### config.mk
export PLATFORM = sky130hd
export DESIGN_NAME = sled_top
export DESIGN_NICKNAME = d
export VERILOG_FILES = /design/src/hdl/sled_pkg.sv /design/src/hdl/sled_top.sv
export VERILOG_INCLUDE_DIRS = /design/src /design/src/hdl
export SDC_FILE = /design/constraint.sdc
export NUM_CORES = 1
export LEC_CHECK = 0
export BUFFER_PORTS_ARGS = -buffer_cell sky130_fd_sc_hd__buf_2
export CAP_MARGIN = 20
export CORE_MARGIN = 8
export CORE_UTILIZATION = 45
export CTS_CLUSTER_SIZE = 40
export DETAILED_ROUTE_END_ITERATION = 6
export GPL_ROUTABILITY_DRIVEN = 0
export PLACE_DENSITY = 0.65
export SETUP_SLACK_MARGIN = 0.02
export SLEW_MARGIN = 40
export SYNTH_ARGS = -nofsm -noshare
export SYNTH_HDL_FRONTEND = slang
export SYNTH_SLANG_ARGS = --single-unit
### constraint.sdc
create_clock -name clk -period 6 [get_ports clk]
set_input_delay 0.3 -clock clk [delete_from_list [all_inputs] [get_ports clk]]
set_output_delay 0.3 -clock clk [all_outputs]
set_load 0.05 [all_outputs]
### src/hdl/sled_defs.svh
// status indicator and teach control: offsets, fields, reset values, timing counts
// assumes a 100 MHz clock and an AXI4-Lite register bus with 32-bit data
`ifndef SLED_DEFS_SVH
`define SLED_DEFS_SVH

// --------------------
// register byte offsets
// --------------------
`define SLED_OFS_CTRL    8'h00
`define SLED_OFS_COLOR   8'h04
`define SLED_OFS_STATUS  8'h08
`define SLED_OFS_IRQSTAT 8'h0C
`define SLED_OFS_IRQMASK 8'h10
`define SLED_OFS_TEACHPOS 8'h14

// --------------------
// fields and reset values
// --------------------
`define SLED_CTRL_MODE_LSB  0
`define SLED_CTRL_TEACH_BIT 4
`define SLED_CTRL_LOC_BIT   5
`define SLED_CTRL_ACT_BIT   6
`define SLED_CTRL_RESET     32'h0000_0001
`define SLED_COLOR_RESET    32'h0000_0204
`define SLED_IRQ_TEACHDONE  0
`define SLED_IRQ_TEACHERR   1
`define SLED_IRQ_STATUS     2

// --------------------
// timing in cycles of the 100 MHz clock
// --------------------
`define SLED_HOLD_CYC      500_000_000
`define SLED_FLASH_CYC     10_000_000
`define SLED_BLINK_CYC     50_000_000
`define SLED_GAP_CYC       2_000_000
`define SLED_LOC_CYC       100_000_000
`define SLED_TEACH_TO_CYC  1_000_000_000

`endif

### src/hdl/sled_pkg.sv
// status indicator and teach control: shared types
// assumes the constants header is included by users alongside
package sled_pkg;

    // colour choice for the RGB indicator
    typedef enum logic [2:0] {
        SLED_OFF    = 3'h0,
        SLED_WHITE  = 3'h1,
        SLED_GREEN  = 3'h2,
        SLED_BLUE   = 3'h3,
        SLED_YELLOW = 3'h4,
        SLED_ORANGE = 3'h5,
        SLED_RED    = 3'h6
    } sled_color_t;

    // indicator mode
    typedef enum logic [2:0] {
        SLED_M_VALVE = 3'h0,
        SLED_M_WARN  = 3'h1,
        SLED_M_NAMUR = 3'h2,
        SLED_M_FIXED = 3'h3,
        SLED_M_DARK  = 3'h4
    } sled_mode_t;

    // active device status conditions
    typedef struct packed {
        logic failure;
        logic funcCheck;
        logic outOfSpec;
        logic maint;
        logic diagActive;
    } sled_status_t;

    // RGB drive
    typedef struct packed {
        logic red;
        logic green;
        logic blue;
    } sled_rgb_t;

endpackage : sled_pkg

### src/hdl/sled_top.sv
// status indicator and teach control: one block with an AXI4-Lite slave
// assumes one 100 MHz clock, synchronous inputs and synchronous active-low reset
//
// Added by the designer: the register offsets and register access over AXI4-Lite.
`timescale 1ns/1ps
`default_nettype none
`include "sled_defs.svh"

module sled_top
    import sled_pkg::*;
#(
    parameter int unsigned HOLD_CYC    = `SLED_HOLD_CYC,
    parameter int unsigned FLASH_CYC   = `SLED_FLASH_CYC,
    parameter int unsigned BLINK_CYC   = `SLED_BLINK_CYC,
    parameter int unsigned GAP_CYC     = `SLED_GAP_CYC,
    parameter int unsigned LOC_CYC     = `SLED_LOC_CYC,
    parameter int unsigned TEACH_TO_CYC = `SLED_TEACH_TO_CYC
)(
    // clock and reset
    input  wire logic         clk,
    input  wire logic         rst_n,
    // AXI4-Lite slave
    input  wire logic [7:0]   s_axi_awaddr,
    input  wire logic         s_axi_awvalid,
    output logic              s_axi_awready,
    input  wire logic [31:0]  s_axi_wdata,
    input  wire logic [3:0]   s_axi_wstrb,
    input  wire logic         s_axi_wvalid,
    output logic              s_axi_wready,
    output logic [1:0]        s_axi_bresp,
    output logic              s_axi_bvalid,
    input  wire logic         s_axi_bready,
    input  wire logic [7:0]   s_axi_araddr,
    input  wire logic         s_axi_arvalid,
    output logic              s_axi_arready,
    output logic [31:0]       s_axi_rdata,
    output logic [1:0]        s_axi_rresp,
    output logic              s_axi_rvalid,
    input  wire logic         s_axi_rready,
    // device side
    input  wire logic         teachButton,
    input  wire sled_status_t devStatus,
    input  wire logic         posOpen,
    input  wire logic         posClosed,
    input  wire logic [15:0]  posValue,
    input  wire logic         atTop,
    input  wire logic         atHome,
    input  wire logic         cmdActuate,
    // outputs
    output sled_rgb_t         statusRgb,
    output logic              teachLed,
    output logic              pilotValve,
    output logic              irq
);

    // --------------------
    // helpers
    // --------------------
    function automatic sled_rgb_t toRgb(input logic [2:0] c);
        unique case (c)
            3'h1:    toRgb = 3'b111;
            3'h2:    toRgb = 3'b010;
            3'h3:    toRgb = 3'b001;
            3'h4:    toRgb = 3'b110;
            3'h5:    toRgb = 3'b110; // orange; needs PWM on green for a true tint
            3'h6:    toRgb = 3'b100;
            default: toRgb = 3'b000;
        endcase
    endfunction : toRgb

    // --------------------
    // registers
    // --------------------
    logic [31:0] ctrl_q, color_q;
    logic [2:0]  irqStat_q, irqMask_q;
    logic [15:0] posBottom_q, posTop_q;
    logic        teachErr_q, teachRun;
    logic        awHave_q, wHave_q;
    logic [7:0]  awAddr_q;
    logic [31:0] wData_q;
    logic        teachDone, statusRise, paramTeach, teachErrSet;
    sled_status_t statusPrev_q;

    wire doWrite = awHave_q && wHave_q && !s_axi_bvalid;

    // write address and data taken in either order
    always_ff @(posedge clk)
    begin
        if (!rst_n)
        begin
            awHave_q <= 1'b0;
            wHave_q  <= 1'b0;
            awAddr_q <= 8'h00;
            wData_q  <= 32'h0000_0000;
            s_axi_bvalid <= 1'b0;
        end
        else
        begin
            if (s_axi_awvalid && s_axi_awready)
            begin
                awHave_q <= 1'b1;
                awAddr_q <= s_axi_awaddr;
            end
            if (s_axi_wvalid && s_axi_wready)
            begin
                wHave_q <= 1'b1;
                wData_q <= s_axi_wdata;
            end
            if (doWrite)
            begin
                awHave_q     <= 1'b0;
                wHave_q      <= 1'b0;
                s_axi_bvalid <= 1'b1;
            end
            else if (s_axi_bready)
                s_axi_bvalid <= 1'b0;
        end
    end
    assign s_axi_awready = !awHave_q;
    assign s_axi_wready  = !wHave_q;
    assign s_axi_bresp   = 2'b00;
    assign paramTeach    = doWrite && awAddr_q == `SLED_OFS_CTRL && wData_q[`SLED_CTRL_TEACH_BIT];

    // software registers; wstrb ignored, full-word writes expected
    always_ff @(posedge clk)
    begin
        if (!rst_n)
        begin
            ctrl_q    <= `SLED_CTRL_RESET;
            color_q   <= `SLED_COLOR_RESET;
            irqMask_q <= 3'h0;
        end
        else if (doWrite)
        begin
            unique case (awAddr_q)
                `SLED_OFS_CTRL:    ctrl_q    <= wData_q & 32'h0000_0067;
                `SLED_OFS_COLOR:   color_q   <= wData_q & 32'h0000_0777;
                `SLED_OFS_IRQMASK: irqMask_q <= wData_q[2:0];
                default: ;
            endcase
        end
    end

    // sticky events, set wins over write-one-to-clear
    assign statusRise = |(devStatus & ~statusPrev_q);
    always_ff @(posedge clk)
    begin
        if (!rst_n)
        begin
            irqStat_q    <= 3'h0;
            statusPrev_q <= '0;
            irq          <= 1'b0;
        end
        else
        begin
            statusPrev_q <= devStatus;
            irqStat_q <= (irqStat_q & ~((doWrite && awAddr_q == `SLED_OFS_IRQSTAT) ? wData_q[2:0] : 3'h0))
                       | {statusRise, teachErrSet, teachDone};
            irq <= |(irqStat_q & irqMask_q);
        end
    end

    // read channel, one cycle latency
    always_ff @(posedge clk)
    begin
        if (!rst_n)
        begin
            s_axi_rvalid <= 1'b0;
            s_axi_rdata  <= 32'h0000_0000;
            s_axi_rresp  <= 2'b00;
        end
        else if (s_axi_arvalid && s_axi_arready)
        begin
            s_axi_rvalid <= 1'b1;
            s_axi_rresp  <= 2'b00;
            unique case (s_axi_araddr)
                `SLED_OFS_CTRL:     s_axi_rdata <= ctrl_q;
                `SLED_OFS_COLOR:    s_axi_rdata <= color_q;
                `SLED_OFS_STATUS:   s_axi_rdata <= {24'h0, 1'b0, pilotValve, teachErr_q, teachRun, 4'h0} | 32'(devStatus);
                `SLED_OFS_IRQSTAT:  s_axi_rdata <= {29'h0, irqStat_q};
                `SLED_OFS_IRQMASK:  s_axi_rdata <= {29'h0, irqMask_q};
                `SLED_OFS_TEACHPOS: s_axi_rdata <= {posTop_q, posBottom_q};
                default:
                begin
                    s_axi_rdata <= 32'h0000_0000;
                    s_axi_rresp <= 2'b10; // slverr for unmapped
                end
            endcase
        end
        else if (s_axi_rready)
            s_axi_rvalid <= 1'b0;
    end
    assign s_axi_arready = !s_axi_rvalid;

    // --------------------
    // button hold and teach sequencer
    // --------------------
    typedef enum logic [6:0] {
        T_IDLE   = 7'b0000001,
        T_ARMED  = 7'b0000010,
        T_BOTTOM = 7'b0000100,
        T_RISE   = 7'b0001000,
        T_TOP    = 7'b0010000,
        T_FALL   = 7'b0100000,
        T_HOME   = 7'b1000000
    } sled_teach_t;
    sled_teach_t tState_q;
    logic [31:0] tCnt_q;

    assign teachRun  = !(tState_q inside {T_IDLE, T_ARMED});
    assign teachDone = tState_q == T_HOME && atHome;

    always_ff @(posedge clk)
    begin
        if (!rst_n)
        begin
            tState_q    <= T_IDLE;
            tCnt_q      <= 32'h0;
            posBottom_q <= 16'h0;
            posTop_q    <= 16'h0;
            teachErr_q  <= 1'b0;
        end
        else
        begin
            tCnt_q <= tCnt_q + 32'h1;
            unique case (tState_q)
                T_IDLE:
                    if (paramTeach)
                    begin
                        tState_q <= T_BOTTOM;
                        tCnt_q   <= 32'h0;
                    end
                    else if (!teachButton)
                        tCnt_q <= 32'h0;
                    else if (tCnt_q == HOLD_CYC - 1) // no re-arm until released
                    begin
                        tState_q <= T_ARMED;
                        tCnt_q   <= 32'h0;
                    end
                T_ARMED:
                    if (!teachButton)
                    begin
                        tState_q <= T_BOTTOM;
                        tCnt_q   <= 32'h0;
                    end
                    else if (tCnt_q >= HOLD_CYC - 1)
                        tState_q <= T_IDLE; // held too long, no auto teach
                T_BOTTOM:
                begin
                    posBottom_q <= posValue;
                    teachErr_q  <= 1'b0;
                    tState_q    <= T_RISE;
                    tCnt_q      <= 32'h0;
                end
                T_RISE:
                    if (atTop)
                        tState_q <= T_TOP;
                    else if (tCnt_q >= TEACH_TO_CYC - 1)
                    begin
                        teachErr_q <= 1'b1;
                        tState_q   <= T_FALL;
                    end
                T_TOP:
                begin
                    posTop_q <= posValue;
                    tState_q <= T_FALL;
                    tCnt_q   <= 32'h0;
                end
                T_FALL:
                begin
                    tState_q <= T_HOME;
                    tCnt_q   <= 32'h0;
                end
                T_HOME:
                    if (atHome)
                        tState_q <= T_IDLE;
            endcase
        end
    end
    assign teachErrSet = tState_q == T_RISE && !atTop && tCnt_q >= TEACH_TO_CYC - 1;

    // pilot valve: teach owns it, interface commands locked out meanwhile
    always_ff @(posedge clk)
    begin
        if (!rst_n)
            pilotValve <= 1'b0;
        else if (teachRun)
            pilotValve <= tState_q inside {T_RISE, T_TOP};
        else
            pilotValve <= cmdActuate | ctrl_q[`SLED_CTRL_ACT_BIT];
    end

    // --------------------
    // flash timing
    // --------------------
    logic [31:0] fCnt_q, bCnt_q, lCnt_q;
    logic        flash_q, blink_q, locOn_q;
    always_ff @(posedge clk)
    begin
        if (!rst_n)
        begin
            fCnt_q  <= 32'h0;
            bCnt_q  <= 32'h0;
            flash_q <= 1'b0;
            blink_q <= 1'b0;
        end
        else
        begin
            fCnt_q <= (fCnt_q >= FLASH_CYC - 1) ? 32'h0 : fCnt_q + 32'h1;
            bCnt_q <= (bCnt_q >= BLINK_CYC - 1) ? 32'h0 : bCnt_q + 32'h1;
            if (fCnt_q >= FLASH_CYC - 1)
                flash_q <= !flash_q;
            if (bCnt_q >= BLINK_CYC - 1)
                blink_q <= !blink_q;
        end
    end

    // localization window, retriggered by the control bit
    always_ff @(posedge clk)
    begin
        if (!rst_n)
        begin
            lCnt_q  <= 32'h0;
            locOn_q <= 1'b0;
        end
        else if (doWrite && awAddr_q == `SLED_OFS_CTRL && wData_q[`SLED_CTRL_LOC_BIT])
        begin
            lCnt_q  <= 32'h0;
            locOn_q <= 1'b1;
        end
        else if (locOn_q)
        begin
            lCnt_q <= lCnt_q + 32'h1;
            if (lCnt_q >= LOC_CYC - 1)
                locOn_q <= 1'b0;
        end
    end

    // --------------------
    // colour selection
    // --------------------
    logic [2:0]  posColor, statColor;
    logic        anyWarn;
    logic        phaseA_q, gapOn_q;
    logic [31:0] gCnt_q;
    logic        warnFlash;
    always_comb
    begin
        posColor = posOpen ? color_q[2:0] : posClosed ? color_q[10:8] : color_q[6:4];
        anyWarn  = 1'b1;
        warnFlash = flash_q;
        // highest severity wins
        if (devStatus.failure)
            statColor = 3'h6;
        else if (devStatus.funcCheck)
            statColor = 3'h5;
        else if (devStatus.outOfSpec)
            statColor = 3'h4;
        else if (devStatus.maint)
        begin
            statColor = 3'h3;
            warnFlash = posClosed ? flash_q : blink_q; // blue blinks except when closed
        end
        else
        begin
            statColor = 3'h2;
            anyWarn   = 1'b0;
        end
    end

    // alternation with an off gap on each colour change
    always_ff @(posedge clk)
    begin
        if (!rst_n)
        begin
            phaseA_q <= 1'b0;
            gapOn_q  <= 1'b0;
            gCnt_q   <= 32'h0;
        end
        else if (gapOn_q)
        begin
            gCnt_q <= gCnt_q + 32'h1;
            if (gCnt_q >= GAP_CYC - 1)
                gapOn_q <= 1'b0;
        end
        else if (warnFlash != phaseA_q)
        begin
            phaseA_q <= warnFlash;
            gapOn_q  <= anyWarn;
            gCnt_q   <= 32'h0;
        end
    end

    // final drive, registered
    always_ff @(posedge clk)
    begin
        if (!rst_n)
        begin
            statusRgb <= 3'b000;
            teachLed  <= 1'b0;
        end
        else
        begin
            teachLed <= teachRun ? flash_q : teachErr_q || tState_q == T_ARMED && flash_q;
            if (locOn_q)
                statusRgb <= flash_q ? toRgb(statColor) : toRgb(posColor);
            else
            begin
                unique case (sled_mode_t'(ctrl_q[2:0]))
                    SLED_M_VALVE: statusRgb <= toRgb(posColor);
                    SLED_M_WARN:
                        statusRgb <= !anyWarn ? toRgb(posColor) : gapOn_q ? 3'b000
                                   : phaseA_q ? toRgb(statColor) : toRgb(posColor);
                    SLED_M_NAMUR: statusRgb <= toRgb(statColor);
                    SLED_M_FIXED: statusRgb <= toRgb(color_q[2:0]);
                    default:      statusRgb <= 3'b000;
                endcase
            end
        end
    end

endmodule : sled_top
`default_nettype wire

==> results.sh, run 1 <==
export IMPL_status="completed"
export IMPL_finalWirelength_um=29600
export IMPL_worstSetupPathDepth=7
export IMPL_rows=61
export IMPL_drive_above_1_share_pct=11.9
export IMPL_hold_class="in2reg"
export IMPL_synth_fa_ha_area_share_pct=0.498
export IMPL_hold_viol_final=0
export IMPL_cts_sinks=290
export IMPL_synth_top_family_by_area="simple AND/OR/NAND/NOR gates"
export IMPL_p_int_w=0.00327
export IMPL_endpoint="tCnt_q[13]"
export IMPL_power_frac_clock_pct=46.9
export IMPL_synth_area_um2=12600
export IMPL_cts_setup_buffers=0
export IMPL_synth_seq_cells=290
export IMPL_grt_use_total_pct=17.3
export IMPL_final_util_pct=53.3
export IMPL_switching_power_w=0.000957
export IMPL_r2r_end="tCnt_q[13]"
export IMPL_rsz0062_at_grt="no"
export IMPL_worstMarginPinSlew_ps=782
export IMPL_path_max_fanout=21
export IMPL_ys_seq_area_share_pct=46.2
export IMPL_clk_latency_ps=550
export IMPL_wl_per_cell_um=14.9
export IMPL_drc=0
export IMPL_io_pins=133
export IMPL_setup_viol=0
export IMPL_max_vdd_ir_drop_mv=0.172
export IMPL_synth_simple_area_share_pct=27.3
export IMPL_cts_tree="yes"
export IMPL_crit_family="simple AND/OR/NAND/NOR gates"
export IMPL_grt_pass1_wl_um=49300
export IMPL_synth_xor_area_share_pct=7.81
export IMPL_period_needed_ps=2710
export IMPL_finalMaxSlewViolations=0
export IMPL_reg2reg_from="tState_q[1]"
export IMPL_fin_hold_ws_ps=13.8
export IMPL_worst_setup_path_end_kind="flip-flop"
export IMPL_place_port_buffers=102
export IMPL_areaGrowthSynthToFinish_pct=17.4
export IMPL_cts_buffer_depth=3
export IMPL_nets=1678
export IMPL_slew_limit_headroom_pct=47.4
export IMPL_avgViaCountPerCell=5.26
export IMPL_grt_max_degree=93
export IMPL_ys_types=72
export IMPL_critPathMaxStageDelay_ps=690
export IMPL_dp_hpwl_um=20000
export IMPL_cts_max_level=1
export IMPL_crit_chain="or4_1 -> or3_1 -> nand2_4 -> o21ai_2 -> a21oi_4 -> buf_8 -> nor2_1"
export IMPL_crit_path_top_delay_cell="or3_1"
export IMPL_die_width_um=183
export IMPL_postSynthAreaPerCell_um2=8.54
export IMPL_start_kind="flip-flop"
export IMPL_hold_start="posValue[2]"
export IMPL_max_freq_mhz=369
export IMPL_drv_cap=0
export IMPL_ys_async_sr_fraction_pct=0
export IMPL_die_h_um=183
export IMPL_initial_core_util_pct=45.5
export IMPL_synth_compound_area_share_pct=10.5
export IMPL_antenna_found_initial=2
export IMPL_comb_power_share_pct=6.1
export IMPL_cts_made_buffers=31
export IMPL_grt_overflow=0
export IMPL_synth_ff_type="dfxtp_1"
export IMPL_drt_initial_drc_count=622
export IMPL_muxShareOfSynthArea_pct=4.02
export IMPL_cp_num_buf_inv=1
export IMPL_final_antenna_net_count=0
export IMPL_rrSetupSlack_ps=3290
export IMPL_p_per_area_nw_per_um2=287
export IMPL_whs_path_depth=3
export IMPL_p_seq_share_pct=47.0
export IMPL_clk_pin_slew_ps=60
export IMPL_synth_cells=1470
export IMPL_crit_type="reg2reg"
export IMPL_p_sw_share_pct=22.6
export IMPL_firstDrtPassIters=5
export IMPL_grt_pass1_vias=10000
export IMPL_route_vias_total=10500
export IMPL_reg2reg_depth=7
export IMPL_required_ps=6450
export IMPL_die_area_um2=33500
export IMPL_cp_data_arrival_time_ps=3160
export IMPL_yosys_warnings=0
export IMPL_synth_edff_count=0
export IMPL_cellLeakagePower_nw=5.42
export IMPL_cts_root_buffer="clkbuf_16"
export IMPL_final_setup_skew_ps=10.2
export IMPL_nFillCells=2630
export IMPL_core_um2=27600
export IMPL_fin_crit_sh_pct=45.2
export IMPL_tns_ps=0
export IMPL_startpoint="tState_q[1]"
flip-flops by register name (all words and copies together), names as in the netlist, 3 cells and up:
name,flops
ctrl_q,5
posTop_q,16
irqMask_q,3
fCnt_q,32
color_q,9
statusPrev_q,5
gCnt_q,32
bCnt_q,32
wData_q,9
irqStat_q,3
tState_q,7
posBottom_q,16
lCnt_q,32
awAddr_q,8
tCnt_q,32
s_axi_rdata,32
statusRgb,3
worst min-delay path by stage:
| stage | slack [ps] | to |
|---|---|---|
| floorplan | 400 | s_axi_rvalid |
| global placement | 430 | fCnt_q[0] |
| detailed placement | 430 | fCnt_q[0] |
| CTS | 0.3 | tState_q[4] |
| global route | 4 | posBottom_q[2] |
| finish | 10 | posBottom_q[2] |
power by group through the flow:
stage / clock network, W / registers (W) / logic, W
after floorplan: 0 / 0.00203 / 0.000175
after global placement: 0 / 0.00203 / 0.000233
after detailed placement: 0 / 0.00203 / 0.000236
after CTS: 0.00203 / 0.00199 / 0.000254
after global routing: 0.00211 / 0.00199 / 0.000282
final: 0.00198 / 0.00199 / 0.000260
metal layers:
metal	share of wire, %	vias to the layer above	track usage (%)
met5	0.034	-	0
met4	2.2	2	4.62
met3	4.1	45	2.73
met2	46	172	28.8
met1	47	4906	22.9
li1	-	5334	-
final cells by class:
type	instances	area, um^2	area share (%)
multi-input combinational	1096	6370	43.2
sequential	290	5810	39.4
clock buffer	45	918	6.23
timing repair buffer	142	912	6.19
tap	378	473	3.21
clock inverter	11	155	1.05
inverter	26	100	0.679
antenna	1	2.50	0.0170
what timing repair did:
action | CTS | global route
resized for setup | 0 | 0
hold endpoints to repair | 43 | 0
hold buffers | 33 | 0
logic make-up (layout without fill, tap and decap cells):
family                     after synthesis  count (layout)
xor gates and xnor gates               112             112
and+or+nand+nor                        719             719
muxes                                   46              46
DFF                                    290             290
buffers and inverters                  100             224
AOI/OAI and AO/OA                      197             197
adders and majority gates                5               5
other                                    1              18
stage by stage:
stage / instances / setup WS (ps) / total power (W) / instance area [um^2]
2_1_floorplan: 1486 / 3890 / 0.00221 / 12600
3_3_place_gp: 1897 / 3150 / 0.00226 / 13300
3_5_place_dp: 1898 / 3100 / 0.00227 / 13300
4_1_cts: 1987 / 3080 / 0.00427 / 14700
5_1_grt: 1989 / 3090 / 0.00438 / 14700
6_report: 1989 / 3290 / 0.00423 / 14700
synthesized netlist by cell type, types with 8 or more instances:
cell type    n  area, um^2
nor2_1     250         938
xnor2_1     49         429
or3_1       11        68.8
nor4_1      18         113
nand4_1     46         288
nand3_1     74         370
mux2i_1     38         380
a22oi_1     34         255
buf_2       10        50.1
and2_1      10        62.6
and3_1      29         181
inv_1       26        97.6
nor3_1      26         130
xor2_1      63         552
o22ai_1      9        56.3
a21oi_1     63         315
nand2b_1    11        68.8
buf_6        8        90.1
a31oi_1      8        50.1
nand2_1    180         676
o31ai_1     15         113
o21ai_0     19        95.1
clkbuf_1    46         173
dfxtp_1    290        5810
and4_1      17         149
worst register-to-register path: stages, from the launching register on:
cell and delay, ps:
dfxtp_1 380, or4_1 630, or3_1 690, nand2_4 150
o21ai_2 80, a21oi_4 370, buf_8 230, nor2_1 70
cell usage in the layout, fill, tap and decap left out, types with 11 or more instances in the layout:
cell type	n
dfxtp_1	290
dlygate4sd3_1	33
nand3_1	74
xor2_1	63
and4_1	17
conb_1	17
nor4_1	18
nor3_1	25
nor2_1	250
mux2i_1	38
and3_1	29
buf_2	102
o21ai_0	19
xnor2_1	49
nand4_1	46
nand2_1	179
or3_1	11
o31ai_1	15
inv_1	25
clkbuf_16	31
nand2b_1	11
a21oi_1	63
a22oi_1	34
(Power assumes the default switching activity.)
==> run 2: changes to the inputs <==
Clock period 6 ns to 2.7 ns, I/O delays scaled along.
==> run 2 against run 1 <==
Count of clock-buffer cells in the layout up 3. Worst hold slack better by 8.6 ps. Die area unchanged. Register-to-register slack worse by 3000 ps. Fmax up 14%. Core utilization up 1.1 points. Clock skew up 5.9 ps. Flip-flop and latch count unchanged. Critical path type unchanged.
==> results.sh, run 2 (synthesis results as in run 1) <==
export IMPL_cts_resized=0
export IMPL_crit_type="reg2reg"
export IMPL_grt_max_degree=115
export IMPL_cp_data_arrival_time_ps=2770
export IMPL_final_antenna_net_count=0
export IMPL_r2r_end="tCnt_q[5]"
export IMPL_cts_max_level=2
export IMPL_hold_path_endpoint="tState_q[2]"
export IMPL_rows=61
export IMPL_die_area_um2=33500
export IMPL_final_common_cell="dfxtp_1"
export IMPL_dp_hpwl_um=20100
export IMPL_power_frac_clock_pct=47.7
export IMPL_status="completed"
export IMPL_worst_setup_path_end_kind="flip-flop"
export IMPL_startpoint="awAddr_q[6]"
export IMPL_whs_path_depth=4
export IMPL_hold_viol_final=0
export IMPL_io_pins=133
export IMPL_cellLeakagePower_nw=5.58
export IMPL_die_h_um=183
export IMPL_reg2reg_depth=8
export IMPL_cts_setup_buffers=0
export IMPL_max_freq_mhz=420
export IMPL_die_width_um=183
export IMPL_cts_buffer_depth=3
export IMPL_switching_power_w=0.00220
export IMPL_rsz0062_at_grt="no"
export IMPL_p_seq_share_pct=45.9
export IMPL_areaGrowthSynthToFinish_pct=19.9
export IMPL_max_vdd_ir_drop_mv=0.492
export IMPL_antenna_found_initial=2
export IMPL_finalWirelength_um=29500
export IMPL_comb_power_share_pct=6.5
export IMPL_setup_viol=0
export IMPL_core_um2=27600
export IMPL_p_sw_share_pct=22.9
export IMPL_hold_class="in2reg"
export IMPL_finalMaxSlewViolations=0
export IMPL_grt_use_total_pct=17.3
export IMPL_grt_pass1_wl_um=49300
export IMPL_grt_pass1_vias=10100
export IMPL_cts_root_buffer="clkbuf_16"
export IMPL_layout_common_cells="dfxtp_1 (290), nor2_1 (250), nand2_1 (180), buf_2 (102), nand3_1 (74)"
export IMPL_place_port_buffers=102
export IMPL_worstMarginPinSlew_ps=712
export IMPL_grt_overflow=0
export IMPL_drv_cap=0
export IMPL_cts_tree="yes"
export IMPL_final_util_pct=54.5
export IMPL_p_int_w=0.00740
export IMPL_reg2reg_from="awAddr_q[6]"
export IMPL_nets=1710
export IMPL_period_needed_ps=2380
export IMPL_tns_ps=0
export IMPL_required_ps=3090
export IMPL_wl_per_cell_um=14.6
export IMPL_drt_initial_drc_count=587
export IMPL_start_kind="flip-flop"
export IMPL_cts_sinks=290
export IMPL_cts_made_buffers=34
export IMPL_path_max_fanout=21
export IMPL_clk_latency_ps=500
export IMPL_rrSetupSlack_ps=320
export IMPL_initial_core_util_pct=45.5
export IMPL_firstDrtPassIters=5
export IMPL_clk_pin_slew_ps=60
export IMPL_fin_crit_sh_pct=88.3
export IMPL_drive_above_1_share_pct=13.0
export IMPL_drc=0
export IMPL_final_setup_skew_ps=16.1
export IMPL_route_vias_total=10700
export IMPL_p_per_area_nw_per_um2=638
export IMPL_nFillCells=2613
export IMPL_avgViaCountPerCell=5.27
export IMPL_slew_limit_headroom_pct=52.5
export IMPL_hold_start="teachButton"
## run 2: cell count changes in the layout (fill, tap and decap cells not counted), moves of 2 or more
cell / delta
clkbuf_16: +4
bufinv_16: -2
buf_4: +17
clkinvlp_4: +2
dlygate4sd3_1: +13
diode_2: +2
## run 2: power groups by stage
stage          registers (W)  clock network [W]  logic (W)
6_report             0.00441            0.00458   0.000623
4_1_cts              0.00440            0.00469   0.000612
3_5_place_dp         0.00450                  0   0.000556
2_1_floorplan        0.00451                  0   0.000389
3_3_place_gp         0.00450                  0   0.000554
5_1_grt              0.00441            0.00487   0.000683
## run 2: stage by stage
| step | instance area (um^2) | power (W) | instances | setup WS (ps) | hold slack [ps] |
|---|---|---|---|---|---|
| floorplan | 12600 | 0.00490 | 1486 | 585 | 234 |
| global placement | 13400 | 0.00505 | 1914 | 202 | 324 |
| detailed placement | 13400 | 0.00506 | 1914 | 158 | 330 |
| CTS | 15000 | 0.00971 | 2021 | 153 | 13.3 |
| global route | 15100 | 0.00997 | 2024 | 193 | 41.5 |
| finish | 15100 | 0.00961 | 2025 | 317 | 22.5 |
## run 2: worst max-delay path by stage
stage | to | slack (ps) | depth (start not counted)
2_1_floorplan | tCnt_q[24] | 590 | 10
3_3_place_gp | tCnt_q[29] | 200 | 7
3_5_place_dp | tCnt_q[20] | 160 | 7
4_1_cts | tCnt_q[5] | 150 | 7
5_1_grt | fCnt_q[18] | 190 | 7
6_report | tCnt_q[5] | 320 | 8
## run 2: repair_timing
action / CTS / global route
hold endpoints to repair: 65 / 0
endpoints found under the setup margin: 0 / 0
hold buffers: 46 / 0
## run 2: layer usage
| layer | part of all wire [%] | vias up | track usage [%] | wire length, um |
|---|---|---|---|---|
| met5 | 0 | - | 0 | 0 |
| li1 | - | 5398 | - | - |
| met1 | 47 | 5041 | 23.0 | 14000 |
| met3 | 4.3 | 40 | 2.97 | 1260 |
| met4 | 2.0 | 0 | 5.24 | 592 |
| met2 | 46 | 194 | 28.4 | 13700 |
## run 2: final cells by class
cell class              count  area (um^2)  share of cell area [%]
multi-input cells        1096         6360                    42.3
flip-flops and latches    290         5810                    38.6
repair buffers            171         1160                    7.73
clock buffers              48         1010                    6.74
well taps                 378          473                    3.14
clock inverters            13          128                   0.848
inverters                  26          100                   0.665
diodes                      3         7.51                  0.0499
## run 2: worst max-delay path: stages, from the launching register on
cell and delay [ps]:
dfxtp_1 310, or4_1 550, nor4_1 270, buf_4 190, a41oi_2 130, o2111a_1 170
a21oi_4 350, buf_8 230, nor2_1 70
